<file path="config.mk">
export PLATFORM = sky130hd
export DESIGN_NAME = uac_ctrl
export DESIGN_NICKNAME = d
export VERILOG_FILES = /design/src/hw/uac_pkg.sv /design/src/hw/uac_sync.sv /design/src/hw/uac_pin_mux.sv /design/src/hw/uac_ctrl.sv
export SDC_FILE = /design/constraint.sdc
export NUM_CORES = 1
export LEC_CHECK = 0
export BUFFER_PORTS_ARGS = -buffer_cell sky130_fd_sc_hd__buf_2
export CORE_ASPECT_RATIO = 0.8
export CORE_UTILIZATION = 55
export DETAILED_ROUTE_END_ITERATION = 8
export PLACE_DENSITY = 0.84
export SYNTH_ARGS = -nofsm -noshare
export SYNTH_HDL_FRONTEND = slang
export SYNTH_HIERARCHICAL = 1
export SYNTH_SLANG_ARGS = --single-unit
</file>
<file path="constraint.sdc">
create_clock -name clk_sys -period 3.3 [get_ports clk_sys]
set_input_delay 0.165 -clock clk_sys [delete_from_list [all_inputs] [get_ports clk_sys]]
set_output_delay 0.165 -clock clk_sys [all_outputs]
set_load 0.01 [all_outputs]
</file>
<file path="src/hw/uac_pkg.sv">
// Constants and carrier types for the USB attach, detach and wake control block.
package uac_pkg;

  // ------------------------------------------------------------------
  // Pins and selections
  // ------------------------------------------------------------------
  localparam int          NPIO       = 16;
  localparam int          SEL_W      = 4;
  localparam logic [3:0]  PU_SEL_RST = 4'h0;
  localparam logic [3:0]  VB_SEL_RST = 4'h1;
  localparam logic [3:0]  DT_SEL_RST = 4'h2;
  localparam logic [3:0]  WK_SEL_RST = 4'h3;

  // ------------------------------------------------------------------
  // Register offsets (byte addresses)
  // ------------------------------------------------------------------
  localparam int          AW         = 8;
  localparam logic [7:0]  OFS_CTRL   = 8'h00;
  localparam logic [7:0]  OFS_PINSEL = 8'h04;
  localparam logic [7:0]  OFS_MAXPWR = 8'h08;
  localparam logic [7:0]  OFS_STATUS = 8'h0c;

  // ------------------------------------------------------------------
  // Control fields
  // ------------------------------------------------------------------
  localparam int          CTRL_READY = 0;
  localparam int          CTRL_SELF  = 1;
  localparam int          CTRL_EXT   = 2;
  localparam int          CTRL_WAKE  = 3;
  localparam logic [3:0]  CTRL_RST   = 4'h0;

  // ------------------------------------------------------------------
  // Pin select fields
  // ------------------------------------------------------------------
  localparam int          PS_PU_LSB  = 0;
  localparam int          PS_VB_LSB  = 8;
  localparam int          PS_DT_LSB  = 16;
  localparam int          PS_WK_LSB  = 24;

  // ------------------------------------------------------------------
  // Maximum power setting, in mA, and its key
  // ------------------------------------------------------------------
  localparam int          MP_W       = 10;
  localparam logic [9:0]  MAXPWR_RST = 10'h12c;
  localparam logic [9:0]  MAXPWR_CAP = 10'h1f4;
  localparam logic [15:0] MAXPWR_KEY = 16'h02c6;
  localparam int          MP_KEY_LSB = 16;

  // ------------------------------------------------------------------
  // Status fields
  // ------------------------------------------------------------------
  localparam int          ST_VBUS    = 0;
  localparam int          ST_DET     = 1;
  localparam int          ST_PULL    = 2;
  localparam int          ST_WAKE    = 3;
  localparam int          ST_LOWP    = 4;
  localparam int          ST_ENUMW   = 5;

  // ------------------------------------------------------------------
  // Carrier types
  // ------------------------------------------------------------------
  typedef struct packed {
    logic o;
    logic oe;
  } uac_pad_t;

  typedef struct packed {
    logic dp_o;
    logic dn_o;
    logic oe;
  } uac_phy_t;

  typedef enum logic [1:0] {
    UAC_OFF,
    UAC_ON,
    UAC_DETACH
  } uac_state_t;

endpackage

</file>
<file path="src/hw/uac_sync.sv">
// Two flip-flop synchroniser for a vector of pin inputs.
`timescale 1ns/1ps
module uac_sync
  import uac_pkg::*;
#(
  parameter int W = NPIO
) (
  input  logic         clk_sys,
  input  logic         rst,
  input  logic [W-1:0] d,
  output logic [W-1:0] q
);

  logic [W-1:0] meta_q;
  logic [W-1:0] sync_q;

  // First stage feeds only the second stage.
  always_ff @(posedge clk_sys) begin
    if (rst) begin
      meta_q <= '0;
      sync_q <= '0;
    end else begin
      meta_q <= d;
      sync_q <= meta_q;
    end
  end

  assign q = sync_q;

endmodule

</file>
<file path="src/hw/uac_pin_mux.sv">
// Picks one pin out of a vector by its number; out-of-range numbers give zero.
`timescale 1ns/1ps
module uac_pin_mux
  import uac_pkg::*;
#(
  parameter int N  = NPIO,
  parameter int SW = SEL_W
) (
  input  logic [N-1:0]  pins,
  input  logic [SW-1:0] sel,
  output logic          bit_o
);

  wire in_range = 32'(sel) < N;

  assign bit_o = in_range ? pins[sel] : 1'b0;

endmodule

</file>
<file path="src/hw/uac_ctrl.sv">
// USB attach, detach, wake and suspend-power control with an APB register slave.
`timescale 1ns/1ps
module uac_ctrl
  import uac_pkg::*;
#(
  parameter int N = NPIO
) (
  input  logic              clk_sys,
  input  logic              rst,
  input  logic              psel,
  input  logic              penable,
  input  logic              pwrite,
  input  logic [AW-1:0]     paddr,
  input  logic [31:0]       pwdata,
  input  logic [3:0]        pstrb,
  output logic [31:0]       prdata,
  output logic              pready,
  output logic              pslverr,
  input  logic [N-1:0]      pio_i,
  output logic [N-1:0]      pio_o,
  output logic [N-1:0]      pio_oe,
  input  uac_phy_t          phy,
  output uac_pad_t          plus_data_line,
  output uac_pad_t          minus_data_line,
  output logic              pullup_int_en,
  input  logic              usb_suspend,
  input  logic              usb_configured,
  output logic              radio_en,
  output logic              load_en,
  output logic [7:0]        max_power_desc
);

  // ------------------------------------------------------------------
  // Registers and pin sampling
  // ------------------------------------------------------------------
  logic [3:0]      ctrl_q;
  logic [SEL_W-1:0] pullup_pin_select_q;
  logic [SEL_W-1:0] bus_power_sense_pin_select_q;
  logic [SEL_W-1:0] detach_pin_select_q;
  logic [SEL_W-1:0] wake_pin_select_q;
  logic [MP_W-1:0] max_power_setting_q;
  logic [31:0]     prdata_q;
  uac_state_t      state_q;
  uac_state_t      state_d;
  logic [N-1:0]    pio_o_q;
  logic [N-1:0]    pio_oe_q;
  logic            low_power_q;
  logic [7:0]      desc_q;
  logic [N-1:0]    pio_s;
  logic            vbus_s;
  logic            detach_s;

  uac_sync #(
    .W (N)
  ) u_sync (
    .clk_sys (clk_sys),
    .rst     (rst),
    .d       (pio_i),
    .q       (pio_s)
  );

  uac_pin_mux #(
    .N  (N),
    .SW (SEL_W)
  ) u_vbus_mux (
    .pins  (pio_s),
    .sel   (bus_power_sense_pin_select_q),
    .bit_o (vbus_s)
  );

  uac_pin_mux #(
    .N  (N),
    .SW (SEL_W)
  ) u_detach_mux (
    .pins  (pio_s),
    .sel   (detach_pin_select_q),
    .bit_o (detach_s)
  );

  // ------------------------------------------------------------------
  // APB decode
  // ------------------------------------------------------------------
  wire         acc      = psel && penable;
  wire         setup    = psel && !penable;
  wire         hit_ctrl = paddr == OFS_CTRL;
  wire         hit_ps   = paddr == OFS_PINSEL;
  wire         hit_mp   = paddr == OFS_MAXPWR;
  wire         hit_st   = paddr == OFS_STATUS;
  wire         hit      = hit_ctrl || hit_ps || hit_mp || hit_st;
  wire         wr       = acc && pwrite && hit;
  wire [31:0]  bmask    = {{8{pstrb[3]}}, {8{pstrb[2]}}, {8{pstrb[1]}}, {8{pstrb[0]}}};

  wire         ready_b  = ctrl_q[CTRL_READY];
  wire         self_b   = ctrl_q[CTRL_SELF];
  wire         ext_b    = ctrl_q[CTRL_EXT];
  wire         wake_b   = ctrl_q[CTRL_WAKE];

  wire [31:0]  ctrl_rd  = {28'h0000000, ctrl_q};
  wire [31:0]  ps_rd    = {{(8 - SEL_W){1'b0}}, wake_pin_select_q,
                           {(8 - SEL_W){1'b0}}, detach_pin_select_q,
                           {(8 - SEL_W){1'b0}}, bus_power_sense_pin_select_q,
                           {(8 - SEL_W){1'b0}}, pullup_pin_select_q};
  wire [31:0]  mp_rd    = {MAXPWR_KEY, {(MP_KEY_LSB - MP_W){1'b0}}, max_power_setting_q};

  // ------------------------------------------------------------------
  // Connection state
  // ------------------------------------------------------------------
  wire         vbus_ok  = !self_b || vbus_s;
  wire         can_att  = ready_b && vbus_ok;
  wire         attached = state_q == UAC_ON;
  wire         detached = state_q == UAC_DETACH;
  wire         wake_on  = detached && wake_b;
  wire         enum_wait = attached && !usb_configured;

  wire [31:0]  st_rd    = {26'h0, enum_wait, low_power_q, wake_on,
                           attached, detach_s, vbus_s};
  wire [31:0]  rd_mux   = hit_ctrl ? ctrl_rd :
                          hit_ps   ? ps_rd   :
                          hit_mp   ? mp_rd   :
                          hit_st   ? st_rd   : 32'h00000000;

  wire [31:0]  ctrl_nw  = (ctrl_rd & ~bmask) | (pwdata & bmask);
  wire [31:0]  ps_nw    = (ps_rd & ~bmask) | (pwdata & bmask);
  wire [31:0]  mp_nw    = (mp_rd & ~bmask) | (pwdata & bmask);

  always_comb begin
    state_d = state_q;
    unique case (state_q)
      UAC_OFF: begin
        if (detach_s) begin
          state_d = UAC_DETACH;
        end else if (can_att) begin
          state_d = UAC_ON;
        end
      end
      UAC_ON: begin
        if (detach_s) begin
          state_d = UAC_DETACH;
        end else if (!can_att) begin
          state_d = UAC_OFF;
        end
      end
      UAC_DETACH: begin
        if (!detach_s) begin
          state_d = can_att ? UAC_ON : UAC_OFF;
        end
      end
    endcase
  end

  // ------------------------------------------------------------------
  // Pads, pins and power
  // ------------------------------------------------------------------
  wire         ext_pull = attached && ext_b;
  wire [N-1:0] pio_o_d;
  wire [N-1:0] pio_oe_d;

  genvar gi;
  generate
    for (gi = 0; gi < N; gi++) begin : g_pio
      wire is_pu = ext_b && (32'(pullup_pin_select_q) == gi);
      wire is_wk = 32'(wake_pin_select_q) == gi;
      // The pull-up pin floats when disconnected; the wake pin always drives, except when it is also the pull-up pin with the external pull-up on.
      assign pio_o_d[gi]  = is_pu ? ext_pull : (is_wk && wake_on);
      assign pio_oe_d[gi] = is_pu ? ext_pull : is_wk;
    end
  endgenerate

  wire         lowp_d   = usb_suspend && !self_b;
  wire [MP_W-1:0] mp_half = MP_W'(max_power_setting_q >> 1);
  wire [MP_W-1:0] cap_half = MP_W'(MAXPWR_CAP >> 1);
  wire [7:0]   desc_d   = (max_power_setting_q > MAXPWR_CAP) ? cap_half[7:0]
                                                             : mp_half[7:0];

  // Only the plus line may carry a pull-up: a full-speed device.
  assign pullup_int_en         = attached && !ext_b;
  assign plus_data_line.o      = phy.dp_o;
  assign plus_data_line.oe     = phy.oe && attached;
  assign minus_data_line.o     = phy.dn_o;
  assign minus_data_line.oe    = phy.oe && attached;
  assign pio_o                 = pio_o_q;
  assign pio_oe                = pio_oe_q;
  assign radio_en              = !low_power_q;
  assign load_en               = !low_power_q;
  assign max_power_desc        = desc_q;
  assign prdata                = prdata_q;
  assign pready                = 1'b1;
  assign pslverr               = acc && !hit;

  // ------------------------------------------------------------------
  // Sequential logic
  // ------------------------------------------------------------------
  always_ff @(posedge clk_sys) begin
    if (rst) begin
      ctrl_q <= CTRL_RST;
      pullup_pin_select_q          <= PU_SEL_RST;
      bus_power_sense_pin_select_q <= VB_SEL_RST;
      detach_pin_select_q          <= DT_SEL_RST;
      wake_pin_select_q            <= WK_SEL_RST;
      max_power_setting_q          <= MAXPWR_RST;
    end else begin
      if (wr && hit_ctrl) begin
        ctrl_q <= ctrl_nw[3:0];
      end
      if (wr && hit_ps) begin
        pullup_pin_select_q          <= ps_nw[PS_PU_LSB +: SEL_W];
        bus_power_sense_pin_select_q <= ps_nw[PS_VB_LSB +: SEL_W];
        detach_pin_select_q          <= ps_nw[PS_DT_LSB +: SEL_W];
        wake_pin_select_q            <= ps_nw[PS_WK_LSB +: SEL_W];
      end
      if (wr && hit_mp) begin
        max_power_setting_q <= mp_nw[MP_W-1:0];
      end
    end
  end

  always_ff @(posedge clk_sys) begin
    if (rst) begin
      state_q     <= UAC_OFF;
      pio_o_q     <= '0;
      pio_oe_q    <= '0;
      low_power_q <= 1'b0;
      desc_q      <= MAXPWR_RST[8:1];
      prdata_q    <= 32'h00000000;
    end else begin
      state_q     <= state_d;
      pio_o_q     <= pio_o_d;
      pio_oe_q    <= pio_oe_d;
      low_power_q <= lowp_d;
      desc_q      <= desc_d;
      prdata_q    <= setup ? rd_mux : prdata_q;
    end
  end

  // ------------------------------------------------------------------
  // Assertions
  // ------------------------------------------------------------------
  wire pull_any = pullup_int_en || ext_pull;

  property p_detach_float;
    @(posedge clk_sys) disable iff (rst)
      detach_s |=> !plus_data_line.oe && !minus_data_line.oe && !pull_any;
  endproperty
  a_detach_float: assert property (p_detach_float)
    else $error("Data lines or pull-up active while detach is high.");

  property p_no_vbus;
    @(posedge clk_sys) disable iff (rst)
      (self_b && !vbus_s) |=> !pull_any;
  endproperty
  a_no_vbus: assert property (p_no_vbus)
    else $error("Pull-up on without bus power in self-powered mode.");

  property p_not_ready;
    @(posedge clk_sys) disable iff (rst)
      !ready_b |=> !pull_any;
  endproperty
  a_not_ready: assert property (p_not_ready)
    else $error("Pull-up on before the device is ready.");

  property p_reconnect;
    @(posedge clk_sys) disable iff (rst)
      (detached && !detach_s && can_att) |=> pull_any ##0 enum_wait == !usb_configured;
  endproperty
  a_reconnect: assert property (p_reconnect)
    else $error("Device did not reconnect after detach fell.");

  property p_wake_only_detached;
    @(posedge clk_sys) disable iff (rst)
      pio_o_q[wake_pin_select_q] && !ext_b |-> $past(state_q) == UAC_DETACH;
  endproperty
  a_wake_only_detached: assert property (p_wake_only_detached)
    else $error("Wake output high while not detached.");

  property p_wake_drive;
    @(posedge clk_sys) disable iff (rst)
      (wake_on && !ext_b) |=> $stable(wake_pin_select_q) |->
        pio_o_q[wake_pin_select_q] && pio_oe_q[wake_pin_select_q];
  endproperty
  a_wake_drive: assert property (p_wake_drive)
    else $error("Wake request not driven onto its pin.");

  property p_int_default;
    @(posedge clk_sys)
      $past(rst) && !rst |-> !ext_b && !pio_oe_q[pullup_pin_select_q];
  endproperty
  a_int_default: assert property (p_int_default)
    else $error("External pull-up selected after reset.");

  property p_suspend_off;
    @(posedge clk_sys) disable iff (rst)
      (usb_suspend && !self_b) |=> !radio_en && !load_en;
  endproperty
  a_suspend_off: assert property (p_suspend_off)
    else $error("Radio or loads on during bus-powered suspend.");

  property p_maxpwr;
    @(posedge clk_sys) disable iff (rst)
      (max_power_setting_q == MAXPWR_RST && $stable(max_power_setting_q)) |=>
        max_power_desc == 8'h96;
  endproperty
  a_maxpwr: assert property (p_maxpwr)
    else $error("Power descriptor does not match 300 mA setting.");

  property p_full_speed_only;
    @(posedge clk_sys) disable iff (rst)
      pullup_int_en |-> attached && !ext_b && !minus_data_line.oe == !phy.oe;
  endproperty
  a_full_speed_only: assert property (p_full_speed_only)
    else $error("Pull-up state inconsistent with full-speed peripheral.");

  property p_ext_pin;
    @(posedge clk_sys) disable iff (rst)
      ext_pull |=> $stable(pullup_pin_select_q) |->
        pio_o_q[pullup_pin_select_q] && pio_oe_q[pullup_pin_select_q];
  endproperty
  a_ext_pin: assert property (p_ext_pin)
    else $error("External pull-up pin not driven high while attached.");

  property p_reconnect_blocked;
    @(posedge clk_sys) disable iff (rst)
      (detached && !detach_s && !can_att) |=> !pull_any && !plus_data_line.oe;
  endproperty
  a_reconnect_blocked: assert property (p_reconnect_blocked)
    else $error("Reconnected after detach without bus power or readiness.");

  property p_wake_idle;
    @(posedge clk_sys) disable iff (rst)
      (!wake_on && !ext_b) |=> $stable(wake_pin_select_q) |->
        !pio_o_q[wake_pin_select_q] && pio_oe_q[wake_pin_select_q];
  endproperty
  a_wake_idle: assert property (p_wake_idle)
    else $error("Wake pin not driven low while wake is inactive.");

  property p_radio_back;
    @(posedge clk_sys) disable iff (rst)
      !(usb_suspend && !self_b) |=> radio_en && load_en;
  endproperty
  a_radio_back: assert property (p_radio_back)
    else $error("Radio or loads left off outside bus-powered suspend.");

endmodule

</file>
==> results of run 1 <==
## per-stage QoR
stage	total power [mW]	hold slack (ns)	setup slack, ns	cell area, sq um
4_1_cts	3.71	0.000376	0.754	6450
3_3_place_gp	1.76	0.330	0.897	5680
3_5_place_dp	1.77	0.330	0.813	5680
5_1_grt	3.80	0.0000194	0.565	6450
6_report	3.70	-0.0108	0.729	6450
2_1_floorplan	1.72	0.237	1.10	5190
## where the power goes
group / internal [mW] / leakage, nW / total (mW) / switching [mW]
clock network: 1.30 / 0.296 / 1.94 / 0.643
logic: 0.0881 / 1.48 / 0.202 / 0.114
registers: 1.55 / 1.02 / 1.55 / 0.00890
total: 2.94 / 2.80 / 3.70 / 0.765
## layer usage
metal / track usage (%) / up-vias / part of all wire (%)
met5: 0 / - / 0
met4: 12.2 / 0 / 1.4
met3: 7.73 / 25 / 9.1
met2: 43.4 / 252 / 49
met1: 32.2 / 2069 / 40
li1: - / 2138 / -
## worst register-to-register path: cells and delay by family, from the launching register on
family	cells	cell delay, ns
AOI/OAI and AO/OA	2	0.47
DFF	1	0.51
and+or+nand+nor	1	0.21
muxes	4	1.27
## layout by cell type (no fill, tap or decap), types with 4 or more instances in the layout
cell	count
sky130_fd_sc_hd__nand2_1	85
sky130_fd_sc_hd__mux4_1	8
sky130_fd_sc_hd__mux2i_1	27
sky130_fd_sc_hd__or3_1	4
sky130_fd_sc_hd__buf_2	122
sky130_fd_sc_hd__nor2_1	40
sky130_fd_sc_hd__o21ai_0	5
sky130_fd_sc_hd__dfxtp_1	126
sky130_fd_sc_hd__bufinv_16	4
sky130_fd_sc_hd__nor2b_1	40
sky130_fd_sc_hd__and3_1	9
sky130_fd_sc_hd__clkbuf_16	17
sky130_fd_sc_hd__conb_1	11
sky130_fd_sc_hd__inv_1	6
sky130_fd_sc_hd__nor3_1	6
sky130_fd_sc_hd__nand2b_1	6
sky130_fd_sc_hd__and4_1	5
sky130_fd_sc_hd__dlygate4sd3_1	15
sky130_fd_sc_hd__nand3_1	26
sky130_fd_sc_hd__nand4_1	7
sky130_fd_sc_hd__a21oi_1	79
## layout make-up
class / count / area (sq um)
repair buffers: 140 / 783
well taps: 115 / 144
flip-flops and latches: 126 / 2520
inverters: 6 / 22.5
fillers: 659 / 2630
multi-input cells: 388 / 2350
clock inverters: 10 / 161
clock buffers: 22 / 464
## logic make-up (layout without fill, tap and decap cells)
| kind of cell | Yosys count | after routing | synth area share, % |
|---|---|---|---|
| adders and majority gates | 3 | 3 | 0.728 |
| and+or+nand+nor | 239 | 239 | 23.1 |
| DFF | 126 | 126 | 48.9 |
| AOI/OAI and AO/OA | 95 | 95 | 9.97 |
| other | 2 | 11 | 0.146 |
| buffers and inverters | 58 | 178 | 6.09 |
| muxes | 40 | 40 | 11.1 |
## final timing paths
check	start	cells past startpoint	end	slack, ns
hold / removal	pio_i[14]	2	u_sync/meta_q[14]	-0.01
setup reg to reg	flip-flop	7	state_q[0]	0.73
hold reg to reg	u_sync/meta_q[0]	1	u_sync/q[0]	0.43
setup / recovery	flip-flop	7	state_q[0]	0.73
==> flow_summary_export.csv, run 1 <==
group,metric,value,unit
status,status,"complete, but fails checks",
status,failing_checks,"negative hold slack",
route,drc,0,
die,die_area,9770,sq um
sta,worst-slew-pin-transition,1.03,ns
sta,total_of_endpoints_with_negative_setup_slack_in_the_final_report,0,
die,std_cell_rows,31,
logic_synthesis,postSynthAreaPerCell,9.16,sq um
global_routing,largest_net_degree_at_the_start_of_global_routing,85,
cells_and_area,layout.core_utilization,71.1,%
power_and_ir_drop,peakVddDrop,332,uV
sta,timing_hold_violations_final,2,
worst_setup_path,startpoint_type,"flip-flop",
clock_network,cts.clk_slew.worst_paths,0.05,ns
sta,final_max_slew_viol_count,0,
clock_network,cts_sinks,126,
worst_setup_path,critical_path.cell_chain,"mux4_1 > mux2i_1 > mux2i_1 > nand2b_1 > a31o_2 > o21ai_0 > mux2_2",
sta,period_minus_ws_final,2.57,ns
logic_synthesis,netlist.area_leader.share,48.9,%
global_routing,wire_length_of_the_first_global_routing_pass,19.4,mm
die,die_x,110,um
sta,totalNegativeSetupSlack,0,ns
flow_run,timing.max_cap.violations,0,
logic_synthesis,synth_edf_count,0,
route,drt_first_iter_violations,399,
clock_network,holdBufCountCts,15,
placement,buffer_ports.inserted,123,
worst_setup_path,path_max_fanout,6,
worst_setup_path,crit_family,"multiplexers",
cells_and_area,synthToLayoutAreaGrowth,25.1,%
worst_setup_path,critical_path_required_time,3.59,ns
worst_setup_path,arrival,2.86,ns
clock_network,cts_resized,0,
clock_network,clock_tree_from_tritoncts,"done",
logic_synthesis,asyncSetResetFlopFracSynth,0,%
sta,final.setup_skew,0.00930,ns
logic_synthesis,synth.top_cells.by_count,"126 x sky130_fd_sc_hd__dfxtp_1, 85 x sky130_fd_sc_hd__nand2_1, 79 x sky130_fd_sc_hd__a21oi_1, 40 x sky130_fd_sc_hd__nor2_1, 40 x sky130_fd_sc_hd__nor2b_1",
global_routing,grt_pass1_vias,4185,
worst_setup_path,highest_cell_delay_on_the_worst_timing_path,0.62,ns
die,die_h,88.6,um
sta,final.period_utilization,77.9,%
worst_setup_path,cp-end-kind,"flip-flop",
cells_and_area,num_antenna_cells,0,
power_and_ir_drop,cellPowerDensity,574,nW/um^2
sta,max-slew-margin-rel,31.5,%
clock_network,post_cts.repair.setup_buffers,0,
clock_network,worstSkewPairLatency,0.41,ns
logic_synthesis,synthesis.yosys.warnings,6,
worst_setup_path,worstSetupPathType,"reg2reg",
die,initial_core_util,56.8,%
logic_synthesis,mappedNetlistArea,5160,sq um
route,drtAntennaViolNets,0,
sta,timing.hold.ws,-0.0108,ns
sta,max_freq,0.389,GHz
logic_synthesis,synth_sequential_area_ratio,48.9,%
route,route.detailed.vias_per_inst,5.56,
clock_network,cts_buf_count,17,
logic_synthesis,post-synth-top-count-cell,"sky130_fd_sc_hd__dfxtp_1",
cells_and_area,final_nets,752,
placement,gp_routability_congestion,0.844,
power_and_ir_drop,power_leakage,2.80,nW
placement,placedCellCount,760,
cells_and_area,layout.cells.non_filler,807,
route,detailroute.via_count,4484,
global_routing,total_global_routing_track_utilization,26.4,%
sta,setup_repair_after_global_routing_missed_its_margin,"false",
logic_synthesis,synth_ff_type,"sky130_fd_sc_hd__dfxtp_1",
logic_synthesis,synth.ff_latch_count,126,
die,top_level_ports,151,
worst_setup_path,critical-path-top-cell-by-count,"sky130_fd_sc_hd__mux2i_1",
clock_network,cts_root_buffer,"sky130_fd_sc_hd__clkbuf_16",
clock_network,cts_buffer_depth,2,
logic_synthesis,ys_top_cells_by_area,"sky130_fd_sc_hd__dfxtp_1 49%, sky130_fd_sc_hd__a21oi_1 7.7%, sky130_fd_sc_hd__nand2_1 6.2%",
route,drt_wl_total,12.5,mm
route,route.detailed.wl_per_inst,15.5,um
placement,detailedPlacementHpwl,8.52,mm
cells_and_area,final_layout_size_suffix_gt1_share,23.6,%
logic_synthesis,post_synthesis_cell_type_count,42,
die,design.core.area,9080,sq um
logic_synthesis,synth_area_leader_cell,"sky130_fd_sc_hd__dfxtp_1",
global_routing,grt_remaining_overflow,0,
logic_synthesis,cells_after_synth,563,
route,drt_pass1_iterations,6,
global_routing,initial_antenna_violation_count,0,
worst_setup_path,cpMaxStageDelayCell,"sky130_fd_sc_hd__mux4_1",
clock_network,htreeDepth,4,
worst_setup_path,cp.buffers_inverters,0,
hold_path,class_of_the_worst_hold_path,"in2reg",
(Power assumes the default switching activity.)
==> run 2: changes to the inputs <==
--- a/config.mk
+++ b/config.mk
@@ -5,11 +5,12 @@
 export SDC_FILE = /design/constraint.sdc
 export NUM_CORES = 1
 export LEC_CHECK = 0
+export ABC_AREA = 1
 export BUFFER_PORTS_ARGS = -buffer_cell sky130_fd_sc_hd__buf_2
 export CORE_ASPECT_RATIO = 0.8
-export CORE_UTILIZATION = 55
+export CORE_UTILIZATION = 53
 export DETAILED_ROUTE_END_ITERATION = 8
-export PLACE_DENSITY = 0.84
+export PLACE_DENSITY = 0.8
 export SYNTH_ARGS = -nofsm -noshare
 export SYNTH_HDL_FRONTEND = slang
 export SYNTH_HIERARCHICAL = 1
==> constraint.sdc (replaced) <==
create_clock -name clk_sys -period 2.45 [get_ports clk_sys]
set_input_delay 0.1225 -clock clk_sys [delete_from_list [all_inputs] [get_ports clk_sys]]
set_output_delay 0.1225 -clock clk_sys [all_outputs]
set_load 0.01 [all_outputs]
==> run 2 against run 1 <==
Effect of this change:
- the run now ends clean
- sequential cell count unchanged
- cell area up 12%
- worst setup slack worse by 0.36 ns
- global-route usage up 0.85 points
- worst hold slack better by 0.031 ns
- combinational power up 49%
- highest routed layer unchanged
==> flow_summary_export.csv, run 2 <==
group,metric,value,unit
status,status,"completed",
route,drt_first_iter_violations,502,
cells_and_area,final_nets,1022,
die,std_cell_rows,33,
cells_and_area,register_area,2520,sq um
logic_synthesis,synth_area_leader_cell,"sky130_fd_sc_hd__dfxtp_1",
power_and_ir_drop,cellPowerDensity,703,nW/um^2
logic_synthesis,synth.ff_latch_count,126,
placement,placedCellCount,1030,
logic_synthesis,netlist.area_leader.share,45.0,%
logic_synthesis,ys_top_cells_by_area,"sky130_fd_sc_hd__dfxtp_1 45%, sky130_fd_sc_hd__nand2_1 12%, sky130_fd_sc_hd__nor2_1 8.8%",
worst_setup_path,path_max_fanout,11,
sta,worst-slew-pin-transition,0.757,ns
die,die_h,94.0,um
route,drt_pass1_iterations,5,
route,drc,0,
clock_network,cts.clk_slew.worst_paths,0.05,ns
global_routing,globalRouteMet2Util,42.8,%
global_routing,wire_length_of_the_first_global_routing_pass,22.8,mm
sta,final.period_utilization,85.1,%
cells_and_area,commonest_cells_after_routing_fill_and_taps_aside,"179 x sky130_fd_sc_hd__nand2_1, 132 x sky130_fd_sc_hd__nor2_1, 128 x sky130_fd_sc_hd__inv_1, 126 x sky130_fd_sc_hd__dfxtp_1, 123 x sky130_fd_sc_hd__buf_2",
die,top_level_ports,151,
flow_run,timing.max_cap.violations,0,
clock_network,holdBufCountCts,40,
placement,gp_routability_congestion,0.909,
sta,setup_slack,0.364,ns
cells_and_area,multiInputGateArea,2340,sq um
global_routing,largest_net_degree_at_the_start_of_global_routing,74,
clock_network,cts_root_buffer,"sky130_fd_sc_hd__clkbuf_16",
route,detailroute.via_count,5388,
clock_network,cts_resized,0,
sta,totalNegativeSetupSlack,0,ns
cells_and_area,layout.cells.non_filler,1103,
worst_setup_path,worstSetupPathType,"reg2reg",
global_routing,peak_usage_layer_in_the_global_routing_report,"met2",
sta,total_of_endpoints_with_negative_setup_slack_in_the_final_report,0,
worst_setup_path,cp-end-kind,"flip-flop",
logic_synthesis,synthesis.yosys.warnings,6,
route,route.detailed.vias_per_inst,4.88,
logic_synthesis,postSynthAreaPerCell,7.09,sq um
sta,period_minus_ws_final,2.09,ns
cells_and_area,fillCellCount,847,
die,die_x,117,um
logic_synthesis,synth_sequential_area_ratio,45.0,%
clock_network,worstSkewPairLatency,0.42,ns
logic_synthesis,cells_after_synth,791,
global_routing,total_global_routing_track_utilization,27.3,%
cells_and_area,synthToLayoutAreaGrowth,29.4,%
global_routing,grt_use_met3,7.23,%
cells_and_area,final_common_cell,"sky130_fd_sc_hd__nand2_1",
worst_setup_path,arrival,2.43,ns
logic_synthesis,post_synthesis_cell_type_count,34,
clock_network,cts_buffer_depth,2,
clock_network,post_cts.repair.setup_buffers,0,
global_routing,initial_antenna_violation_count,1,
logic_synthesis,synth.top_cells.by_count,"179 x sky130_fd_sc_hd__nand2_1, 132 x sky130_fd_sc_hd__nor2_1, 128 x sky130_fd_sc_hd__inv_1, 126 x sky130_fd_sc_hd__dfxtp_1, 60 x sky130_fd_sc_hd__nand3_1",
route,route.detailed.wl_per_inst,12.7,um
placement,pre_cts_slack,0.507,ns
route,drt_wl_total,14.1,mm
clock_network,clock_tree_from_tritoncts,"done",
sta,final_max_slew_viol_count,0,
global_routing,groute.layer.met1.usage,35.9,%
sta,max_freq,0.479,GHz
sta,setup_repair_after_global_routing_missed_its_margin,"false",
logic_synthesis,synth_edf_count,0,
hold_path,class_of_the_worst_hold_path,"in2reg",
placement,buffer_ports.inserted,123,
sta,final.setup_skew,0.00512,ns
clock_network,cts_buf_count,17,
route,drtAntennaViolNets,0,
die,design.core.area,10300,sq um
die,initial_core_util,54.5,%
worst_setup_path,startpoint_type,"flip-flop",
clock_network,htreeDepth,4,
die,die_area,11000,sq um
global_routing,grt_pass1_vias,4835,
logic_synthesis,asyncSetResetFlopFracSynth,0,%
sta,max-slew-margin-rel,49.5,%
power_and_ir_drop,power_leakage,3.64,nW
clock_network,cts_sinks,126,
worst_setup_path,critical_path_required_time,2.80,ns
global_routing,grt_remaining_overflow,0,
sta,timing.hold.ws,0.0199,ns
sta,timing_hold_violations_final,0,
power_and_ir_drop,power,5.10,mW
logic_synthesis,mappedNetlistArea,5610,sq um
logic_synthesis,post-synth-top-count-cell,"sky130_fd_sc_hd__nand2_1",
placement,detailedPlacementHpwl,9.27,mm
power_and_ir_drop,peakVddDrop,458,uV
cells_and_area,final_layout_size_suffix_gt1_share,20.7,%
logic_synthesis,synth_ff_type,"sky130_fd_sc_hd__dfxtp_1",
run 2: changes by cell type after synthesis, moves of 27 or more:
cell,delta
sky130_fd_sc_hd__nand3_1,+34
sky130_fd_sc_hd__nand2_1,+94
sky130_fd_sc_hd__nor2_1,+92
sky130_fd_sc_hd__mux2i_1,-27
sky130_fd_sc_hd__inv_1,+122
sky130_fd_sc_hd__a21oi_1,-43
sky130_fd_sc_hd__nor2b_1,-40
run 2: area by class of cell:
cell class	instances	area share, %
multi-input combinational	501	32.3
antenna	1	0.0345
sequential	126	34.8
timing repair buffer	167	14.4
clock inverter	10	2.19
tap	140	2.41
clock buffer	22	6.67
inverter	136	7.24
run 2: path summary, 6_finish.rpt:
check | from | to | slack [ns] | cells after the start
worst max-delay path | flip-flop | state_q[0] | 0.36 | 10
worst min-delay path | pstrb[1] | flip-flop | 0.02 | 3
worst max register to register | flip-flop | state_q[0] | 0.36 | 10
worst min register to register | u_sync/meta_q[15] | u_sync/q[15] | 0.40 | 2
run 2: stage by stage:
step,util (%),instance area [sq um]
2_1_floorplan,-,5640
3_3_place_gp,60.4,6210
3_5_place_dp,60.4,6210
4_1_cts,70.5,7250
5_1_grt,70.5,7250
6_report,70.6,7260
run 2: worst max-delay path, stage by stage (launching register included):
cell	delay, ns
sky130_fd_sc_hd__dfxtp_1	0.63
sky130_fd_sc_hd__nand2_1	0.12
sky130_fd_sc_hd__nand3_1	0.11
sky130_fd_sc_hd__nand3_1	0.09
sky130_fd_sc_hd__nand3_1	0.14
sky130_fd_sc_hd__nand2_1	0.10
sky130_fd_sc_hd__o21ai_0	0.26
sky130_fd_sc_hd__a21oi_1	0.12
sky130_fd_sc_hd__a21oi_1	0.23
sky130_fd_sc_hd__o21ai_0	0.10
sky130_fd_sc_hd__a21oi_1	0.12
run 2: layer usage:
metal,vias to the layer above,part of all wire (%)
met5,-,0
met4,0,1.6
met3,31,8.8
met2,248,45
met1,2403,45
li1,2706,-
run 2: kinds of logic (layout without fill, tap and decap cells):
group           Yosys count  count (layout)  synth area share (%)
simple gates            414             414                  32.8
other cells               2              12                 0.134
flops                   126             126                  45.0
compound gates           73              73                  7.52
fa+ha+maj                 3               3                 0.670
buf+inv                 173             335                  13.8
run 2: power by group:
part / leakage (nW) / internal, mW / switching (mW)
logic: 2.31 / 0.124 / 0.177
clock network: 0.312 / 1.80 / 0.900
registers: 1.02 / 2.08 / 0.0151
